`src/core/htf_map.svh`:
```
// numeric map of the host transport frame decoder: codes, fields, sizes
`ifndef HTF_MAP_SVH
`define HTF_MAP_SVH

`define HTF_WORD_W        16
`define HTF_PAGE_W        8
`define HTF_OFF_W         7
`define HTF_ADDR_W        15
`define HTF_FIFO_DEPTH    32
`define HTF_DIRECT_LIMIT  7'h78
`define HTF_UB_START_RD   8'hf8
`define HTF_UB_START_WR   8'hf9
`define HTF_UB_CONT_RD    8'hfa
`define HTF_UB_CONT_WR    8'hfb
`define HTF_UB_CFG        8'hfd
`define HTF_UB_SEL        8'hfe
`define HTF_UB_NOP        8'hff
`define HTF_CFG_W         5
`define HTF_CFG_RST       5'h00
`define HTF_PAGE_RST      8'h00
`define HTF_ADDR_RST      15'h0000
`define HTF_OFF_ZERO      7'h00
`define HTF_DIR_PAGE      8'h00
`define HTF_SEL_SERIAL    3'h4

`endif

```
`src/core/htf_pkg.sv`:
```
// types and command decoding shared by both ends of the transport link
`default_nettype none
`include "htf_map.svh"

package htf_pkg;

	typedef enum logic [2:0] {
		HTF_K_PAGED,
		HTF_K_DIRECT,
		HTF_K_START,
		HTF_K_CONT,
		HTF_K_CFG,
		HTF_K_SEL,
		HTF_K_NOP,
		HTF_K_RSVD
	} htf_kind_t;

	typedef struct packed {
		htf_kind_t                kind;
		logic                     wr;
		logic [7:0]               len;
		logic [`HTF_OFF_W-1:0]    off;
		logic [7:0]               arg;
	} htf_cmd_t;

	// split a command word into kind, direction, length and offset
	function automatic htf_cmd_t htf_decode(input logic [15:0] w);
		htf_cmd_t c;
		c.kind = HTF_K_RSVD;
		c.wr   = w[7];
		c.len  = {1'b0, w[6:0]};
		c.off  = w[14:8];
		c.arg  = w[7:0];
		if (!w[15]) begin
			c.kind = HTF_K_PAGED;
		end else if (w[14:8] < `HTF_DIRECT_LIMIT) begin
			c.kind = HTF_K_DIRECT;
		end else begin
			case (w[15:8])
				`HTF_UB_START_RD, `HTF_UB_START_WR: begin
					c.kind = HTF_K_START;
					c.wr   = w[8];
					c.len  = w[7:0];
				end
				`HTF_UB_CONT_RD, `HTF_UB_CONT_WR: begin
					c.kind = HTF_K_CONT;
					c.wr   = w[8];
					c.len  = w[7:0];
				end
				`HTF_UB_CFG: c.kind = HTF_K_CFG;
				`HTF_UB_SEL: c.kind = HTF_K_SEL;
				`HTF_UB_NOP: c.kind = HTF_K_NOP;
				default:     c.kind = HTF_K_RSVD;
			endcase
		end
		return c;
	endfunction

	// true for commands that carry data words
	function automatic logic htf_has_data(input htf_kind_t k);
		return (k == HTF_K_PAGED) || (k == HTF_K_DIRECT) ||
		       (k == HTF_K_START) || (k == HTF_K_CONT);
	endfunction

endpackage

`default_nettype wire

```
`src/core/htf_link_if.sv`:
```
// word link between host end and device end
`timescale 1ns/1ps
`default_nettype none

interface htf_link_if;
	logic        h2d_valid;
	logic        h2d_ready;
	logic [15:0] h2d_word;
	logic        d2h_valid;
	logic        d2h_ready;
	logic [15:0] d2h_word;

	modport dev (
		input  h2d_valid,
		output h2d_ready,
		input  h2d_word,
		output d2h_valid,
		input  d2h_ready,
		output d2h_word
	);

	modport host (
		output h2d_valid,
		input  h2d_ready,
		output h2d_word,
		input  d2h_valid,
		output d2h_ready,
		input  d2h_word
	);
endinterface

`default_nettype wire

```
`src/core/htf_dev_end.sv`:
```
// device end: the transport frame decoder and its memory strobes
`timescale 1ns/1ps
`default_nettype none
`include "htf_map.svh"

module htf_dev_end
	import htf_pkg::*;
(
	input  wire logic                    SYS_CLK,
	input  wire logic                    SRST,
	htf_link_if.dev                      LINK,
	input  wire logic [2:0]              PORT_SEL,
	output logic [`HTF_ADDR_W-1:0]       MEM_ADDR,
	output logic                         MEM_DIRECT,
	output logic                         MEM_WE,
	output logic                         MEM_RE,
	output logic [`HTF_WORD_W-1:0]       MEM_WDATA,
	input  wire logic [`HTF_WORD_W-1:0]  MEM_RDATA,
	output logic [`HTF_PAGE_W-1:0]       PAGE,
	output logic [`HTF_CFG_W-1:0]        CFG_OPTS,
	output logic [2:0]                   PORT_MODE,
	output logic                         PORT_SERIAL,
	output logic                         PORT_BAD
);
	typedef enum logic [1:0] {
		S_CMD  = 2'b01,
		S_XFER = 2'b10
	} htf_dstate_t;

	htf_dstate_t                  state_r;
	htf_dstate_t                  state_nxt;
	htf_cmd_t                     cmd;
	logic [`HTF_PAGE_W-1:0]       page_r;
	logic [`HTF_CFG_W-1:0]        cfg_r;
	logic [`HTF_ADDR_W-1:0]       addr_r;
	logic [`HTF_ADDR_W-1:0]       str_next_r;
	logic                         lin_r;
	logic                         dir_r;
	logic                         wr_r;
	logic [7:0]                   rem_r;
	logic                         take_cmd;
	logic                         take_wr;
	logic                         issue_rd;
	logic                         step;
	logic                         f_in_ready;
	logic                         mem_we_r;
	logic                         mem_re_r;
	logic                         mem_dir_r;
	logic [`HTF_ADDR_W-1:0]       mem_addr_r;
	logic [`HTF_WORD_W-1:0]       mem_wdata_r;
	logic [2:0]                   ps_s1_r;
	logic [2:0]                   ps_s2_r;
	logic [2:0]                   ps_cap_r;
	logic                         ps_done_r;

	// next address: streams run on through pages, offset accesses wrap
	function automatic logic [`HTF_ADDR_W-1:0] next_addr(
		input logic [`HTF_ADDR_W-1:0] a,
		input logic                   lin
	);
		logic [`HTF_OFF_W-1:0] o;
		o = a[`HTF_OFF_W-1:0] + 1'b1;
		return lin ? `HTF_ADDR_W'(a + 1'b1)
		           : {a[`HTF_ADDR_W-1:`HTF_OFF_W], o};
	endfunction

	////////////////////////////////////////////////////////////////////////
	// word handshakes; the link is word level whatever port is strapped
	assign cmd      = htf_decode(LINK.h2d_word);
	assign take_cmd = (state_r == S_CMD) && LINK.h2d_valid;
	assign take_wr  = (state_r == S_XFER) && wr_r && LINK.h2d_valid;
	// one read every other cycle keeps the fifo room check exact
	assign issue_rd = (state_r == S_XFER) && !wr_r && !mem_re_r &&
	                  f_in_ready;
	assign step     = take_wr || issue_rd;
	assign LINK.h2d_ready = (state_r == S_CMD) ||
	                        ((state_r == S_XFER) && wr_r);

	// frame sequencing: data commands open a transfer of len+1 words
	always_comb begin
		state_nxt = state_r;
		case (state_r)
			S_CMD: begin
				if (take_cmd && htf_has_data(cmd.kind)) begin
					state_nxt = S_XFER;
				end
			end
			S_XFER: begin
				if (step && (rem_r == 8'h00)) begin
					state_nxt = S_CMD;
				end
			end
			default: state_nxt = S_CMD;
		endcase
	end

	always_ff @(posedge SYS_CLK) begin
		if (SRST) begin
			state_r <= S_CMD;
		end else begin
			state_r <= state_nxt;
		end
	end

	// transfer address, direction and remaining count
	always_ff @(posedge SYS_CLK) begin
		if (SRST) begin
			addr_r <= `HTF_ADDR_RST;
			lin_r  <= 1'b0;
			dir_r  <= 1'b0;
			wr_r   <= 1'b0;
			rem_r  <= 8'h00;
		end else if (take_cmd && htf_has_data(cmd.kind)) begin
			wr_r  <= cmd.wr;
			rem_r <= cmd.len;
			case (cmd.kind)
				HTF_K_PAGED: begin
					addr_r <= {page_r, cmd.off};
					lin_r  <= 1'b0;
					dir_r  <= 1'b0;
				end
				HTF_K_DIRECT: begin
					addr_r <= {`HTF_DIR_PAGE, cmd.off};
					lin_r  <= 1'b0;
					dir_r  <= 1'b1;
				end
				HTF_K_START: begin
					addr_r <= {page_r, `HTF_OFF_ZERO};
					lin_r  <= 1'b1;
					dir_r  <= 1'b0;
				end
				default: begin
					addr_r <= str_next_r;
					lin_r  <= 1'b1;
					dir_r  <= 1'b0;
				end
			endcase
		end else if (step) begin
			addr_r <= next_addr(addr_r, lin_r);
			rem_r  <= rem_r - 8'h01;
		end
	end

	// stream resume point, moved only by start or continue words
	always_ff @(posedge SYS_CLK) begin
		if (SRST) begin
			str_next_r <= `HTF_ADDR_RST;
		end else if (step && lin_r) begin
			str_next_r <= next_addr(addr_r, 1'b1);
		end
	end

	// page and option registers; nop and reserved codes change nothing
	always_ff @(posedge SYS_CLK) begin
		if (SRST) begin
			page_r <= `HTF_PAGE_RST;
			cfg_r  <= `HTF_CFG_RST;
		end else if (take_cmd) begin
			if (cmd.kind == HTF_K_SEL) begin
				page_r <= cmd.arg;
			end
			if (cmd.kind == HTF_K_CFG) begin
				cfg_r <= cmd.arg[`HTF_CFG_W-1:0];
			end
		end
	end

	// memory strobes registered so the internal bus sees clean pulses
	always_ff @(posedge SYS_CLK) begin
		if (SRST) begin
			mem_we_r    <= 1'b0;
			mem_re_r    <= 1'b0;
			mem_dir_r   <= 1'b0;
			mem_addr_r  <= `HTF_ADDR_RST;
			mem_wdata_r <= '0;
		end else begin
			mem_we_r <= take_wr;
			mem_re_r <= issue_rd;
			if (step) begin
				mem_addr_r <= addr_r;
				mem_dir_r  <= dir_r;
			end
			if (take_wr) begin
				mem_wdata_r <= LINK.h2d_word;
			end
		end
	end

	// read data is caught in the strobe cycle and queued for the host
	htf_fifo #(
		.W (`HTF_WORD_W),
		.D (`HTF_FIFO_DEPTH)
	) u_rd_fifo (
		.clk       (SYS_CLK),
		.srst      (SRST),
		.in_valid  (mem_re_r),
		.in_ready  (f_in_ready),
		.in_data   (MEM_RDATA),
		.out_valid (LINK.d2h_valid),
		.out_ready (LINK.d2h_ready),
		.out_data  (LINK.d2h_word)
	);

	////////////////////////////////////////////////////////////////////////
	// strap pins: two flops, then caught once after reset release
	always_ff @(posedge SYS_CLK) begin
		ps_s1_r <= PORT_SEL;
		ps_s2_r <= ps_s1_r;
	end

	always_ff @(posedge SYS_CLK) begin
		if (SRST) begin
			ps_cap_r  <= 3'h0;
			ps_done_r <= 1'b0;
		end else if (!ps_done_r) begin
			ps_cap_r  <= ps_s2_r;
			ps_done_r <= 1'b1;
		end
	end

	assign PORT_MODE   = ps_cap_r;
	assign PORT_SERIAL = (ps_cap_r == `HTF_SEL_SERIAL);
	assign PORT_BAD    = (ps_cap_r > `HTF_SEL_SERIAL);
	assign MEM_ADDR    = mem_addr_r;
	assign MEM_DIRECT  = mem_dir_r;
	assign MEM_WE      = mem_we_r;
	assign MEM_RE      = mem_re_r;
	assign MEM_WDATA   = mem_wdata_r;
	assign PAGE        = page_r;
	assign CFG_OPTS    = cfg_r;
endmodule

`default_nettype wire

```
`src/core/htf_host_end.sv`:
```
// host end framer, and the word fifo the device end queues reads in
`timescale 1ns/1ps
`default_nettype none
`include "htf_map.svh"


////////////////////////////////////////////////////////////////////////////////

module htf_fifo #(
	parameter int W = 16,
	parameter int D = 32
) (
	input  wire logic         clk,
	input  wire logic         srst,
	input  wire logic         in_valid,
	output logic              in_ready,
	input  wire logic [W-1:0] in_data,
	output logic              out_valid,
	input  wire logic         out_ready,
	output logic [W-1:0]      out_data
);
	localparam int AW = $clog2(D);

	logic [W-1:0]  mem [D];
	logic [AW-1:0] wp_r;
	logic [AW-1:0] rp_r;
	logic [AW:0]   cnt_r;
	logic          push;
	logic          pop;

	// advance a pointer, wrapping at the depth
	function automatic logic [AW-1:0] bump(input logic [AW-1:0] p);
		return (p == AW'(D - 1)) ? '0 : AW'(p + 1'b1);
	endfunction

	assign in_ready  = (cnt_r != (AW + 1)'(D));
	assign out_valid = (cnt_r != '0);
	assign out_data  = mem[rp_r];
	assign push      = in_valid && in_ready;
	assign pop       = out_valid && out_ready;

	// storage, no reset needed on the data array
	always_ff @(posedge clk) begin
		if (push) begin
			mem[wp_r] <= in_data;
		end
	end

	// pointers and fill count
	always_ff @(posedge clk) begin
		if (srst) begin
			wp_r  <= '0;
			rp_r  <= '0;
			cnt_r <= '0;
		end else begin
			if (push) begin
				wp_r <= bump(wp_r);
			end
			if (pop) begin
				rp_r <= bump(rp_r);
			end
			cnt_r <= cnt_r + (AW + 1)'(push) - (AW + 1)'(pop);
		end
	end
endmodule

`default_nettype wire

```
`src/flat_wrapper.sv`:
```
// flat-port wrapper written by rule: the top's interface ports become plain ports
module htf_dev_end_flat import htf_pkg::*;
  (SYS_CLK, SRST, PORT_SEL, MEM_ADDR, MEM_DIRECT, MEM_WE, MEM_RE, MEM_WDATA, MEM_RDATA, PAGE, CFG_OPTS, PORT_MODE, PORT_SERIAL, PORT_BAD, LINK_h2d_valid, LINK_h2d_ready, LINK_h2d_word, LINK_d2h_valid, LINK_d2h_ready, LINK_d2h_word);
  htf_link_if LINK_i ();
  input  wire logic SYS_CLK;
  input  wire logic SRST;
  input  wire logic [2:0] PORT_SEL;
  output logic [`HTF_ADDR_W-1:0] MEM_ADDR;
  output logic MEM_DIRECT;
  output logic MEM_WE;
  output logic MEM_RE;
  output logic [`HTF_WORD_W-1:0] MEM_WDATA;
  input  wire logic [`HTF_WORD_W-1:0] MEM_RDATA;
  output logic [`HTF_PAGE_W-1:0] PAGE;
  output logic [`HTF_CFG_W-1:0] CFG_OPTS;
  output logic [2:0] PORT_MODE;
  output logic PORT_SERIAL;
  output logic PORT_BAD;
  input wire logic [$bits(LINK_i.h2d_valid)-1:0] LINK_h2d_valid;
  output wire logic [$bits(LINK_i.h2d_ready)-1:0] LINK_h2d_ready;
  input wire logic [$bits(LINK_i.h2d_word)-1:0] LINK_h2d_word;
  output wire logic [$bits(LINK_i.d2h_valid)-1:0] LINK_d2h_valid;
  input wire logic [$bits(LINK_i.d2h_ready)-1:0] LINK_d2h_ready;
  output wire logic [$bits(LINK_i.d2h_word)-1:0] LINK_d2h_word;
  assign LINK_i.h2d_valid = LINK_h2d_valid;
  assign LINK_h2d_ready = LINK_i.h2d_ready;
  assign LINK_i.h2d_word = LINK_h2d_word;
  assign LINK_d2h_valid = LINK_i.d2h_valid;
  assign LINK_i.d2h_ready = LINK_d2h_ready;
  assign LINK_d2h_word = LINK_i.d2h_word;
  htf_dev_end u_core (.SYS_CLK(SYS_CLK), .SRST(SRST), .LINK(LINK_i), .PORT_SEL(PORT_SEL), .MEM_ADDR(MEM_ADDR), .MEM_DIRECT(MEM_DIRECT), .MEM_WE(MEM_WE), .MEM_RE(MEM_RE), .MEM_WDATA(MEM_WDATA), .MEM_RDATA(MEM_RDATA), .PAGE(PAGE), .CFG_OPTS(CFG_OPTS), .PORT_MODE(PORT_MODE), .PORT_SERIAL(PORT_SERIAL), .PORT_BAD(PORT_BAD));
endmodule
```
`config.mk`:
```
export PLATFORM = sky130hd
export DESIGN_NAME = htf_dev_end_flat
export DESIGN_NICKNAME = d
export VERILOG_FILES = /design/src/core/htf_pkg.sv /design/src/core/htf_link_if.sv /design/src/core/htf_dev_end.sv /design/src/core/htf_host_end.sv /design/src/flat_wrapper.sv
export VERILOG_INCLUDE_DIRS = /design/src /design/src/core
export SDC_FILE = /design/constraint.sdc
export NUM_CORES = 1
export LEC_CHECK = 0
export ABC_CLOCK_PERIOD_IN_PS = 7220
export BUFFER_PORTS_ARGS = -buffer_cell sky130_fd_sc_hd__buf_2
export CAP_MARGIN = 5
export CORE_MARGIN = 2
export CORE_UTILIZATION = 51
export DETAILED_ROUTE_END_ITERATION = 10
export HOLD_SLACK_MARGIN = 0.02
export PLACE_DENSITY = 0.65
export REMOVE_ABC_BUFFERS = 1
export SYNTH_ARGS = -nofsm -noshare
export SYNTH_HDL_FRONTEND = slang
export SYNTH_SLANG_ARGS = --single-unit
```
`constraint.sdc`:
```
create_clock -name SYS_CLK -period 7.22 [get_ports SYS_CLK]
set_clock_uncertainty 0.15 [all_clocks]
set_input_delay 1.444 -clock SYS_CLK [delete_from_list [all_inputs] [get_ports SYS_CLK]]
set_output_delay 1.444 -clock SYS_CLK [all_outputs]
set_load 0.01 [all_outputs]
```
==> results.py <==
metrics = {
    "layout": {
        "final_cells": 2490,
        "regArea_um2": 17800,
        "stdcell_area_um2": 28600,
        "drive_above_1_share_pct": 18.6,
        "final_common_cell": "edfxtp_1",
        "fillers": 3757,
        "nets": 1837,
        "most-common-layout-cells": "edfxtp_1, mux2i_1, dfxtp_1, nand2_1, buf_2",
        "syn2layout_area_growth_pct": 12.8,
        "antenna_cells": 0,
        "multi_input_comb_area_um2": 6940,
    },
    "clock_tree": {
        "cts-resized-gates": 0,
        "cts-root-buf": "clkbuf_16",
        "cts_max_path_buffers": 3,
        "hold_buffers": 0,
        "cts_buffers": 66,
        "clkLatencyLatePin_ns": 0.57,
        "cts_tree": "built",
        "path_clk_slew_ns": 0.05,
        "cts_sinks": 633,
        "cts_setup_buffers": 0,
        "htreeDepth": 3,
    },
    "sta": {
        "worst_slew_pin_slew_ns": 1.20,
        "slew_headroom_pct": 19.6,
        "finalHoldViolCount": 0,
        "fin_ws_ns": 1.89,
        "fmax_ghz": 0.188,
        "hold_ws_ns": 0.174,
        "grt_setup_unrepaired": "no",
        "final-max-slew-violation-count": 0,
        "min_period_ns": 5.33,
        "finalSetupViolations": 0,
        "post-route-period-util_pct": 73.9,
    },
    "worst_setup_path": {
        "r2r_start": "u_core.wr_r",
        "critPathRequiredTime_ns": 5.63,
        "rrSetupSlack_ns": 3.78,
        "endpoint": "LINK_d2h_word[11]",
        "r2r_cells": 5,
        "r2r-end": "u_core.str_next_r[5]",
        "critPathArrivalTime_ns": 3.74,
        "worst_setup_path_end_kind": "primary output",
        "worst_setup_path_start_kind": "flip-flop",
        "crit_fanout": 112,
        "path_class": "reg2out",
    },
    "drt": {
        "via_per_inst": 5.82,
        "ant_nets": 0,
        "drt-initial-drc-count": 1308,
        "drt-pass1-iter-count": 6,
        "wl_mm": 59.0,
        "vias": 14500,
        "wl_per_cell_um": 23.7,
        "drc": 0,
    },
    "synth": {
        "syn_inst": 1656,
        "postSynth.asyncResetShare_pct": 0,
        "synth-seq-area-share_pct": 70.3,
        "syn_area_um2": 25300,
        "yosysWarnings": 0,
        "synth_seq_cells": 633,
        "synth_area_leaders": "edfxtp_1, dfxtp_1, mux2i_1",
        "post_synth.cell_area_avg_um2": 15.3,
        "synth_top_area_share_pct": 60.7,
        "ys_types": 66,
        "dominantRegCellSynth": "edfxtp_1",
        "synth_edf_count": 512,
        "synth_area_leader_cell": "edfxtp_1",
    },
    "grt": {
        "gr-usage-all-layers_pct": 23.2,
        "grt_pass1_wl_mm": 87.1,
        "grt_pass1_vias": 14200,
        "antenna_found_initial": 0,
        "gr-total-overflow": 0,
        "grt_max_degree": 113,
    },
    "min_path": {
        "worstHoldPathType": "reg2reg",
    },
    "flow_run": {
        "max_cap_violations": 0,
    },
    "floorplan": {
        "fp.dieArea_um2": 51400,
        "pin_count": 109,
        "start_util_pct": 51.7,
        "die_width_um": 227,
        "die_h_um": 227,
        "core_area_um2": 49000,
        "rows": 81,
    },
    "pwr": {
        "irDropWorstVdd_uv": 187,
        "p_per_area_nw_per_um2": 282,
        "power_leakage_nw": 9.21,
    },
    "place": {
        "place_congestion": 0.806,
        "dp.cells": 2375,
        "dp_hpwl_mm": 35.6,
        "dp_slack_ns": 2.51,
        "placed_area_um2": 26500,
        "io_buffers": 108,
    },
    "status": {
        "outcome": "finished, final reports clean",
    },
}
final cells by class:
| type | count | area share (%) |
|---|---|---|
| inverters | 20 | 0.263 |
| repair buffers | 153 | 3.13 |
| clock inverters | 26 | 0.719 |
| multi-input cells | 905 | 24.3 |
| clock buffers | 89 | 6.34 |
| flip-flops and latches | 633 | 62.4 |
| well taps | 664 | 2.91 |
report_power, final:
part	total (mW)	leakage (nW)	internal, mW	switching (mW)
logic	0.796	2.63	0.358	0.438
clock network	3.19	0.993	1.86	1.33
registers	4.08	5.59	3.98	0.0949
synth_stat cells, drive strengths merged (2+ instances only):
library cell,count
or3b,2
ha,18
a31oi,7
a22oi,48
or4,3
o211ai,17
clkbuf,36
nand3b,7
and2,3
nand2,109
or4b,2
a21o,2
inv,20
nor3,26
o22ai,4
nand4,7
nor4,6
xor2,16
nor2b,52
a211oi,76
mux2i,145
nor3b,4
nand2b,5
nor4b,3
o21ai,10
xnor2,14
mux4,48
dfxtp,121
a21oi,92
a221oi,10
a31o,3
nand4bb,3
buf,62
nand3,41
edfxtp,512
nor2,105
and3,3
layer usage:
layer / global-route usage (%) / share of wire [%]
met4: 8.32 / 2.9
met1: 30.4 / 42
met2: 38.8 / 49
met5: 0 / 0
met3: 4.25 / 6.7
through the flow:
stage          setup TNS, ns  utilization, %  power [mW]
6_report                   0            58.3        8.06
3_3_place_gp               0            54.2        4.93
2_1_floorplan         -40.22               -        4.83
3_5_place_dp               0            54.2        4.95
4_1_cts                    0            58.3        8.12
5_1_grt                    0            58.3        8.33
state kept, by name, summed over array words and instances (netlist names), 6 cells and up, named ones only:
name and count:
u_core.MEM_ADDR 15, u_core.MEM_WDATA 16, u_core.PAGE 8, u_core.addr_r 15, u_core.rem_r 8, u_core.str_next_r 15
u_core.u_rd_fifo.cnt_r 6, u_core.u_rd_fifo.mem 512
worst min path at each step:
stage                   endpoint         startpoint  cells past startpoint  slack (ns)
2_1_floorplan  u_core.ps_s2_r[0]  u_core.ps_s1_r[0]                      0        0.16
3_3_place_gp   u_core.ps_s2_r[1]  u_core.ps_s1_r[1]                      0        0.16
3_5_place_dp   u_core.ps_s2_r[1]  u_core.ps_s1_r[1]                      0        0.16
4_1_cts        u_core.ps_s2_r[2]  u_core.ps_s1_r[2]                      0        0.18
5_1_grt        u_core.ps_s2_r[2]  u_core.ps_s1_r[2]                      0        0.18
6_report       u_core.ps_s2_r[2]  u_core.ps_s1_r[2]                      0        0.17
cells by family (layout without fill, tap and decap cells):
group                    count (synthesis)  count (layout)  share of synthesized area (%)
AND/OR/NAND/NOR                        386             386                           7.56
AO/OA/AOI/OAI                          277             277                           7.77
flip-flops                             633             633                           70.3
XOR/XNOR                                30              30                           1.04
buffers and inverters                  118             288                           2.35
adder cells (fa/ha/maj)                 19              19                          0.969
multiplexers                           193             193                           10.0
critical path: stages, from the launching register on:
cell and delay (ns):
dfxtp_4 1.01, buf_12 0.60, mux4_2 0.40, nor2b_1 0.15, a211oi_1 0.61, nor3_1 0.16, buf_2 0.18
No activity file was read; power rests on OpenSTA's default activity.
